[config.mk]
export PLATFORM = sky130hd
export DESIGN_NAME = mcg_global_regs
export DESIGN_NICKNAME = d
export VERILOG_FILES = /design/src/rtl/mcg_status_reg.v /design/src/rtl/mcg_global_regs.v
export VERILOG_INCLUDE_DIRS = /design/src /design/src/rtl
export SDC_FILE = /design/constraint.sdc
export NUM_CORES = 1
export LEC_CHECK = 0
export ABC_AREA = 1
export BUFFER_PORTS_ARGS = -buffer_cell sky130_fd_sc_hd__buf_4
export CORE_UTILIZATION = 31
export CTS_CLUSTER_SIZE = 28
export DETAILED_ROUTE_END_ITERATION = 8
export PLACE_DENSITY = 0.85
export SLEW_MARGIN = 0
export SYNTH_ARGS = -nofsm -noshare
export SYNTH_HDL_FRONTEND = slang
export SYNTH_SLANG_ARGS = --single-unit
[constraint.sdc]
create_clock -name mclk -period 1.4 [get_ports mclk]
set_input_delay 0.28 -clock mclk [delete_from_list [all_inputs] [get_ports mclk]]
set_output_delay 0.28 -clock mclk [all_outputs]
set_load 0.01 [all_outputs]
[src/rtl/mcg_defines.vh]
// constants for the machine-check global register block
`ifndef MCG_DEFINES_VH
`define MCG_DEFINES_VH
`define MCG_ADDR_W        12
`define MCG_ADDR_CAP      12'h179
`define MCG_ADDR_STATUS   12'h17A
`define MCG_ADDR_CTL      12'h17B
`define MCG_CAP_COUNT_HI  7
`define MCG_CAP_COUNT_LO  0
`define MCG_CAP_CTLP_BIT  8
`define MCG_ST_RESTART    0
`define MCG_ST_ERRIP      1
`define MCG_ST_INPROG     2
`define MCG_ST_W          3
`define MCG_ST_RESET      3'h0
`define MCG_DATA_W        64
`define MCG_ZERO64        64'h0000000000000000
`endif

[src/rtl/mcg_status_reg.v]
// status flags: restart, error-ip and in-progress
`timescale 1ns/1ns
`include "mcg_defines.vh"
module mcg_status_reg (
    input  wire                 mclk,
    input  wire                 rstn,
    input  wire                 raise,
    input  wire                 restartIpValid,
    input  wire                 errorIpAssoc,
    input  wire                 writeEn,
    input  wire [`MCG_ST_W-1:0] writeData,
    output reg  [`MCG_ST_W-1:0] status
);
    reg [`MCG_ST_W-1:0] next_status;

    // raise overrides a same-cycle write so no event is lost
    always @* begin
        next_status = status;
        if (writeEn) begin
            next_status = writeData;
        end
        if (raise) begin
            next_status[`MCG_ST_RESTART] = restartIpValid;
            next_status[`MCG_ST_ERRIP]   = errorIpAssoc;
            next_status[`MCG_ST_INPROG]  = 1'b1;
        end
    end

    always @(posedge mclk or negedge rstn) begin
        if (!rstn) begin
            status <= `MCG_ST_RESET;
        end else begin
            status <= next_status;
        end
    end
endmodule // mcg_status_reg

[src/rtl/mcg_global_regs.v]
// machine-check global capability and status registers
// register map, as seen on the msr port
//   179h  capability, read only
//         7:0   number of error-reporting banks
//         8     global control register present
//         63:9  read as zero
//   17Ah  status, read and write
//         0     saved ip can restart the program
//         1     saved ip is tied to the error
//         2     check in progress
//         63:3  read as zero, writes dropped
//   17Bh  control register; not held here, so reads give no hit
//
// timing on the msr port
//   a read is taken on the edge where msrRead is high;
//   msrRdata and msrHit show the answer for one cycle after it
//   a write is taken on the edge where msrWrite is high;
//   the register holds the new value from that edge on
//
// timing of a check
//   checkDetect is taken on the edge where it is high;
//   with no check in progress the status flags are set at that
//   edge and checkException pulses for the following cycle
//   with a check in progress no exception is given; shutdown
//   rises instead and stays up until reset
//
// limitations
//   only bits 2:0 of the status word are stored
//   a handler write and a check in the same cycle: the check wins, unless a check is already in progress, then the write wins
//   shutdown has no software exit; only rstn clears it
//
`timescale 1ns/1ns
`include "mcg_defines.vh"
module mcg_global_regs #(
    parameter [7:0] BANK_COUNT  = 8'h05,
    parameter       CTL_PRESENT = 1
) (
    input  wire                    mclk,
    input  wire                    rstn,
    input  wire                    msrRead,
    input  wire                    msrWrite,
    input  wire [`MCG_ADDR_W-1:0]  msrAddr,
    input  wire [`MCG_DATA_W-1:0]  msrWdata,
    output reg  [`MCG_DATA_W-1:0]  msrRdata,
    output reg                     msrHit,
    input  wire                    checkDetect,
    input  wire                    restartIpValid,
    input  wire                    errorIpAssoc,
    output reg                     checkException,
    output reg                     shutdown,
    output reg                     checkInProgress
);
    // current status flags, owned by the status register below
    wire [`MCG_ST_W-1:0]   status;
    // decoded address strobes
    wire                   capSel;
    wire                   statusSel;
    wire                   capRead;
    wire                   statusRead;
    wire                   capWrite;
    wire                   statusWrite;
    // check qualification
    wire                   raise;
    wire                   nested;
    wire                   next_inProgress;
    // read words and next values of the registered outputs
    reg  [`MCG_DATA_W-1:0] capWord;
    reg  [`MCG_DATA_W-1:0] statusWord;
    reg  [`MCG_DATA_W-1:0] next_msrRdata;
    reg                    next_msrHit;
    reg                    next_shutdown;

    // address decode, shared by read and write paths
    assign capSel     = (msrAddr == `MCG_ADDR_CAP);
    assign statusSel  = (msrAddr == `MCG_ADDR_STATUS);
    assign capRead    = msrRead && capSel;
    assign statusRead = msrRead && statusSel;

    // capability writes dropped
    // decoded only to show that nothing consumes it
    assign capWrite = msrWrite && capSel;

    assign statusWrite = msrWrite && statusSel;

    // no second exception
    // a check while busy is never raised, so the flags keep the
    // first check's story for the handler
    assign raise  = checkDetect && !status[`MCG_ST_INPROG];
    assign nested = checkDetect && status[`MCG_ST_INPROG];

    // in-progress as the status register will hold it after the edge;
    // mirroring the next value keeps the port equal to bit 2
    assign next_inProgress = raise |
                             (statusWrite ? msrWdata[`MCG_ST_INPROG]
                                          : status[`MCG_ST_INPROG]);

    // capability constants
    // built from parameters only, so no write can reach it
    always @* begin
        capWord = `MCG_ZERO64;
        capWord[`MCG_CAP_COUNT_HI:`MCG_CAP_COUNT_LO] = BANK_COUNT;
        capWord[`MCG_CAP_CTLP_BIT] = (CTL_PRESENT != 0);
    end

    // status word, upper bits read as zero
    always @* begin
        statusWord = `MCG_ZERO64;
        statusWord[`MCG_ST_W-1:0] = status;
    end

    mcg_status_reg uStatus (
        .mclk           (mclk),
        .rstn           (rstn),
        .raise          (raise),
        .restartIpValid (restartIpValid),
        .errorIpAssoc   (errorIpAssoc),
        .writeEn        (statusWrite),
        .writeData      (msrWdata[`MCG_ST_W-1:0]),
        .status         (status)
    );

    // read mux; unmapped reads give zero and no hit
    always @* begin
        next_msrRdata = `MCG_ZERO64;
        next_msrHit   = 1'b0;
        if (capRead) begin
            next_msrRdata = capWord;
            next_msrHit   = 1'b1;
        end else if (statusRead) begin
            next_msrRdata = statusWord;
            next_msrHit   = 1'b1;
        end
    end

    // read path registered, answer stands one cycle
    always @(posedge mclk or negedge rstn) begin
        if (!rstn) begin
            msrRdata <= `MCG_ZERO64;
            msrHit   <= 1'b0;
        end else begin
            msrRdata <= next_msrRdata;
            msrHit   <= next_msrHit;
        end
    end

    // nested check shuts down
    // sticky: a core in shutdown has no handler left to clear it
    always @* begin
        next_shutdown = shutdown;
        if (nested) begin
            next_shutdown = 1'b1;
        end
    end

    // exception pulse, in-progress mirror and shutdown
    always @(posedge mclk or negedge rstn) begin
        if (!rstn) begin
            checkException  <= 1'b0;
            shutdown        <= 1'b0;
            checkInProgress <= 1'b0;
        end else begin
            checkException  <= raise;
            checkInProgress <= next_inProgress;
            shutdown        <= next_shutdown;
        end
    end
endmodule // mcg_global_regs

==> results of run 1 <==
[routing by layer]
metal / up-vias / wire length [um] / global-route usage [%]
li1: 319 / - / -
met1: 274 / 437 / 6.11
met2: 50 / 771 / 14.9
met3: 2 / 190 / 3.52
met4: 0 / 14 / 3.06
met5: - / 0 / 0
[cells in the mapped netlist]
master,n
buf_4,60
nand2_1,18
dfrtp_1,11
inv_1,10
nand3_1,4
nand4_1,4
nand2_2,2
nand3_2,2
nor2_1,2
nor2_2,2
nor2_4,2
o21ai_2,2
a21o_1,1
conb_1,1
nor3b_1,1
[area by class of cell]
class / count / area [um2]
Sequential cell: 11 / 275
Inverter: 10 / 37.5
Fill cell: 315 / 1960
Tap cell: 44 / 55.1
Clock buffer: 4 / 26.3
Timing Repair Buffer: 30 / 228
Multi-Input combinational cell: 100 / 445
[cell usage in the layout, fill, tap and decap left out]
cell type / count
a21o_1: 1
buf_4: 29
clkbuf_1: 1
clkbuf_4: 3
conb_1: 60
dfrtp_1: 11
dlygate4sd3_1: 1
inv_1: 10
nand2_1: 18
nand2_2: 2
nand3_1: 4
nand3_2: 2
nand4_1: 4
nor2_1: 2
nor2_2: 2
nor2_4: 2
nor3b_1: 1
o21ai_2: 2
[where the power goes]
part,switching (uW),internal [uW],total [uW]
clock,105,110,216
sequential,17.4,344,361
combinational,134,68.8,203
[through the flow]
step	power, uW	instance area (um2)	hold WS [ns]
detailed placement	563	1030	0.117
finish	780	1070	0.233
CTS	783	1070	0.230
global placement	556	1030	0.114
global route	829	1070	0.224
floorplan	614	1210	-0.0156
[logic make-up (layout without fill, tap and decap cells)]
group / count (synthesis) / count (layout) / share of synthesized area, %
buffers and inverters: 70 / 44 / 49.4
AND/OR/NAND/NOR: 37 / 37 / 19.8
flip-flops: 11 / 11 / 27.9
AO/OA/AOI/OAI: 3 / 3 / 2.54
other: 1 / 60 / 0.380
[state kept, by name, indices dropped and copies added, names as in the netlist]
register / count
uStatus.status: 3
checkException: 1
msrHit: 1
checkInProgress: 1
shutdown: 1
msrRdata: 4
[worst max-delay path by stage]
stage	from	end	slack (ns)
floorplan	msrAddr[8]	msrRdata[1]$_DFF_PN0_	0.47
global placement	msrAddr[2]	checkInProgress$_DFF_PN0_	0.29
detailed placement	msrAddr[2]	uStatus.status[2]$_DFFE_PN0P_	0.27
CTS	shutdown$_DFFE_PN0P_	shutdown	0.32
global route	uStatus.status[2]$_DFFE_PN0P_	uStatus.status[1]$_DFFE_PN0P_	0.24
finish	shutdown$_DFFE_PN0P_	shutdown	0.33
==> summary.md, run 1 <==
| Metric | Value |
|---|---|
| Routed WL per cell | 7.11 um |
| Fmax | approximately 930 MHz |
| Period utilization | 76.5% |
| Largest net degree at the start of global routing | 12 |
| Synth area leaders | buf_4 (46%), dfrtp_1 (28%), nand2_1 (6.8%) |
| Crit Path Max Fanout | 2 |
| Hold path startpoint | checkDetect |
| Die X | slightly below 60 um |
| Setup crit start kind | flop |
| N_diodes | 0 |
| Antenna-violating nets left | 0 |
| CP bufs+invs | 1 |
| Crit end category | output port |
| Post-Syn Area | 987 um2 |
| Core ar. | a little over 3000 um2 |
| Num CTS Buffers | 3 |
| Synth top area share | 45.6% |
| Area of the die | 3410 um2 |
| Port bufs | 29 |
| Final min period | 1.07 ns |
| Family with the most delay on the worst path | flip-flops |
| Register bit total from synthesis | 11 |
| Hold path endpoint | shutdown$_DFFE_PN0P_ |
| Crit-path cells | buf_4 |
| Synth warn | 0 |
| Total track usage | between 7 and 8% |
| Layout Skew | approximately 0.0021 ns |
| H-tree depth | 1 |
| Io pins | between 150 and 200 |
| Post-CTS setup repair buffer count | 0 |
| Die Y | ~58 um |
| Distinct cells, synth | 15 |
| Fin. max-slew vios | 0 |
| Number of antenna violations at the first check in global routing | 0 |
| Max_cap viols | 0 |
| Critical Path RT | about 1.1 ns |
| Unrepaired setup endpoints after global routing | no |
| Via Count | 645 |
| Clk slew on worst S/H paths | 0.07 ns |
| Total gr overflow | 0 |
| Area grow syn2layout | 8.11% |
| Hpwl dp | ~1.2 mm |
| Cells after DPL | 194 |
| Initial Utilization | between 30 and 40% |
| Worst Path Class, Setup | flop to output port |
| LEAKAGE | between 0.0006 and 0.0007 uW |
| Post-Route WL | between 1 and 1.5 mm |
| First-pass GRT wire length | approximately 1.9 mm |
| Arr. time, crit path | 0.79 ns |
| Finished Core Util | between 30% and 40% |
| Final Hold Fails | 0 |
| First-pass detailed-route iteration total | 4 |
| Slack of the critical path | 0.329 ns |
| Cell count of the worst hold path | 2 |
| Rows | 20 |
| RR Startpoint | uStatus.status[2]$_DFFE_PN0P_ |
| Share of layout cells above drive strength 1 | 27.1% |
| Vias per inst | ~3.2 |
| Worst path max stage delay | between 0.3 and 0.4 ns |
| Final Instance Count excl. Fillers | 199 |
| Reg2reg end | uStatus.status[0]$_DFFE_PN0P_ |
| Most area-hungry cell type in the Yosys netlist | buf_4 |
| Clock Sinks | 11 |
| Max VDD drop | 0.231 mV |
| CTS tree | built |
| Pwr/cell area | between 700 and 800 nW/um2 |
| Synthesized area per cell | roughly 8.1 um2 |
| Critical-path top delay cell | dfrtp_1 |
| Number of cells on the critical path | 1 |
| Root buf cell | clkbuf_4 |
| Post-synthesis sequential area ratio | between 20 and 30% |
| Dpl ws | between 0.2 and 0.3 ns |
| DR DRC count | 0 |
| Vias in the first global route | between 400 and 500 |
| Setup TNS after final layout | 0 ns |
| First DRT Iteration DRCs | 12 |
| Hold-fix buffers, CTS | 1 |
| Gpl congestion | just under 0.7 |
| Hold Path Class | input pin to flop |
| FF-to-FF path depth | 7 |
| Mapped Cells | about 120 |
| Final setup fails | 0 |
| Nets | 239 |
| CTS resizes | 0 |
| Clock buffer depth | 2 |
| Clock Latency Late Sink | roughly 0.27 ns |
| Reg-to-reg setup timing slack | around 0.37 ns |
| Status | finished, final reports clean |
No activity file was read; power rests on OpenSTA's default activity.
==> inputs of run 2 (changes only) <==
CORE_UTILIZATION = 29   (was 31)
PLACE_DENSITY = 0.81   (was 0.85)
clock period = 1.07 ns   (was 1.4 ns; I/O delays follow)
==> run 2 against run 1 <==
Total power increased by 29%. Critical path type unchanged. Via count increased by 1.7%. Sequential power increased by 30%. Wire length increased by 2.1%. Critical path depth unchanged. First-iteration DRC count decreased by 50%. Hold slack got worse by 0.045 ns. Non-clock buffer count unchanged.
==> summary.md, run 2 (synthesis results as in run 1) <==
| Metric | Value |
|---|---|
| Hold path endpoint | shutdown$_DFFE_PN0P_ |
| Arr. time, crit path | approximately 0.78 ns |
| Met3 Use GR | under 10% |
| Max VDD drop | between 0.3 and 0.4 mV |
| Crit path from | shutdown$_DFFE_PN0P_ |
| Unrepaired setup endpoints after global routing | no |
| Post-Route WL | 1.44 mm |
| Rows | 20 |
| Final Hold Fails | 0 |
| Top Registers | msrRdata (4), uStatus.status (3) |
| Vias in the first global route | about 520 |
| Gpl congestion | just over 0.7 |
| CP bufs+invs | 1 |
| Routed WL per cell | slightly above 7 um |
| Nets | ~240 |
| H-tree depth | 1 |
| Grt met1 use | under 10% |
| Most frequent cells in the layout | conb_1 (60), buf_4 (29), nand2_1 (18) |
| N_diodes | 0 |
| Core ar. | 3150 um2 |
| Family with the most delay on the worst path | flip-flops |
| Status | finished, final reports clean |
| Critical Path RT | around 0.86 ns |
| Period utilization | between 90% and 100% |
| Area grow syn2layout | 8.62% |
| DR DRC count | 0 |
| Root buf cell | clkbuf_4 |
| LEAKAGE | 0.000664 uW |
| Dpl ws | -0.0246 ns |
| Total track usage | a little under 8% |
| Cell count of the worst hold path | 2 |
| Fin. max-slew vios | 0 |
| Die X | 60.3 um |
| Pwr/cell area | 937 nW/um2 |
| Final min period | approximately 1 ns |
| Largest register by flop count | msrRdata |
| Hold path startpoint | checkDetect |
| Initial Utilization | between 30% and 40% |
| Port bufs | 29 |
| Setup TNS after final layout | 0 ns |
| Final setup fails | 0 |
| Commonest non-fill, non-tap cell in the layout | conb_1 |
| First DRT Iteration DRCs | 6 |
| Setup crit start kind | flop |
| Area of the die | 3640 um2 |
| Peak-usage layer in the global routing report | met2 |
| Clock Latency Late Sink | roughly 0.26 ns |
| Hpwl dp | approximately 1.3 mm |
| Num CTS Buffers | 3 |
| Vias per inst | 3.30 |
| Worst path max stage delay | 0.38 ns |
| Reg-to-reg setup timing slack | 0.10 ns |
| Crit Path Max Fanout | 2 |
| Largest register FFs | 4 |
| Layout Skew | roughly 0.0034 ns |
| Crit-path cells | buf_4 |
| RR Startpoint | uStatus.status[2]$_DFFE_PN0P_ |
| FF-to-FF path depth | 7 |
| Total gr overflow | 0 |
| First-pass detailed-route iteration total | 2 |
| Number of antenna violations at the first check in global routing | 0 |
| CTS tree | built |
| Via Count | 656 |
| Io pins | around 150 |
| Fmax | between 1000 and 1500 MHz |
| Clk slew on worst S/H paths | roughly 0.060 ns |
| Clock Sinks | 11 |
| Fillers | roughly 380 |
| GR Util met2 | between 10% and 20% |
| Critical-path top delay cell | dfrtp_1 |
| Slack of the critical path | between 0.07 and 0.08 ns |
| First-pass GRT wire length | 1.99 mm |
| Die Y | ~60 um |
| Antenna-violating nets left | 0 |
| Worst Path Class, Setup | flop to output port |
| Hold Path Class | input pin to flop |
| Finished Core Util | between 30 and 40% |
| Clock buffer depth | 2 |
| Reg2reg end | uStatus.status[0]$_DFFE_PN0P_ |
| Share of layout cells above drive strength 1 | between 20 and 30% |
| Crit end category | output port |
| Largest net degree at the start of global routing | 12 |
| Max_cap viols | 0 |
-- run 2: cell count changes in the layout (fill, tap and decap cells not counted) --
| cell | before | now |
|---|---|---|
| nand2_4 | 0 | 1 |
| nand2_2 | 2 | 1 |
-- run 2: what timing repair did --
| item | 4_1_cts | 5_1_grt |
|---|---|---|
| hold buffers | 1 | 0 |
| gates resized for setup | 0 | 1 |
| setup endpoints to repair | 0 | 2 |
| setup buffers | 0 | 0 |
| endpoints found under the hold margin | 11 | 0 |
-- run 2: through the flow --
step	std cells	area, um2	power [uW]	hold slack (ns)
after floorplan	181	1210	804	-0.0816
after global routing	199	1070	1070	0.201
after detailed placement	194	1030	740	0.0541
after global placement	194	1030	728	0.0491
after CTS	199	1070	1010	0.167
final	199	1070	1010	0.187
-- run 2: worst max-delay path by stage --
| stage | slack (ns) | end | cells past startpoint |
|---|---|---|---|
| 2_1_floorplan | 0.19 | uStatus.status[0]$_DFFE_PN0P_ | 7 |
| 3_3_place_gp | 0.03 | checkInProgress$_DFF_PN0_ | 7 |
| 3_5_place_dp | -0.02 | checkInProgress$_DFF_PN0_ | 7 |
| 4_1_cts | 0.06 | shutdown | 1 |
| 5_1_grt | 0.004 | uStatus.status[1]$_DFFE_PN0P_ | 7 |
| 6_report | 0.07 | shutdown | 1 |
-- run 2: cell type report --
cell class              instances  area, um2  share of cell area (%)
multi-input cells             100        450                    42.0
flip-flops and latches         11        275                    25.7
repair buffers                 30        228                    21.2
well taps                      44       55.1                    5.13
inverters                      10       37.5                    3.50
clock buffers                   4       26.3                    2.45
-- run 2: metal layers --
layer  wire length (um)  up-vias
met5                  0        -
met2                813       42
li1                   -      322
met3                199        4
met4                 19        0
met1                411      288
-- run 2: report_power, final --
| group | total, uW | switching, uW | internal, uW |
|---|---|---|---|
| sequential | 470 | 19.1 | 450 |
| clock | 265 | 121 | 144 |
| combinational | 271 | 180 | 90.9 |
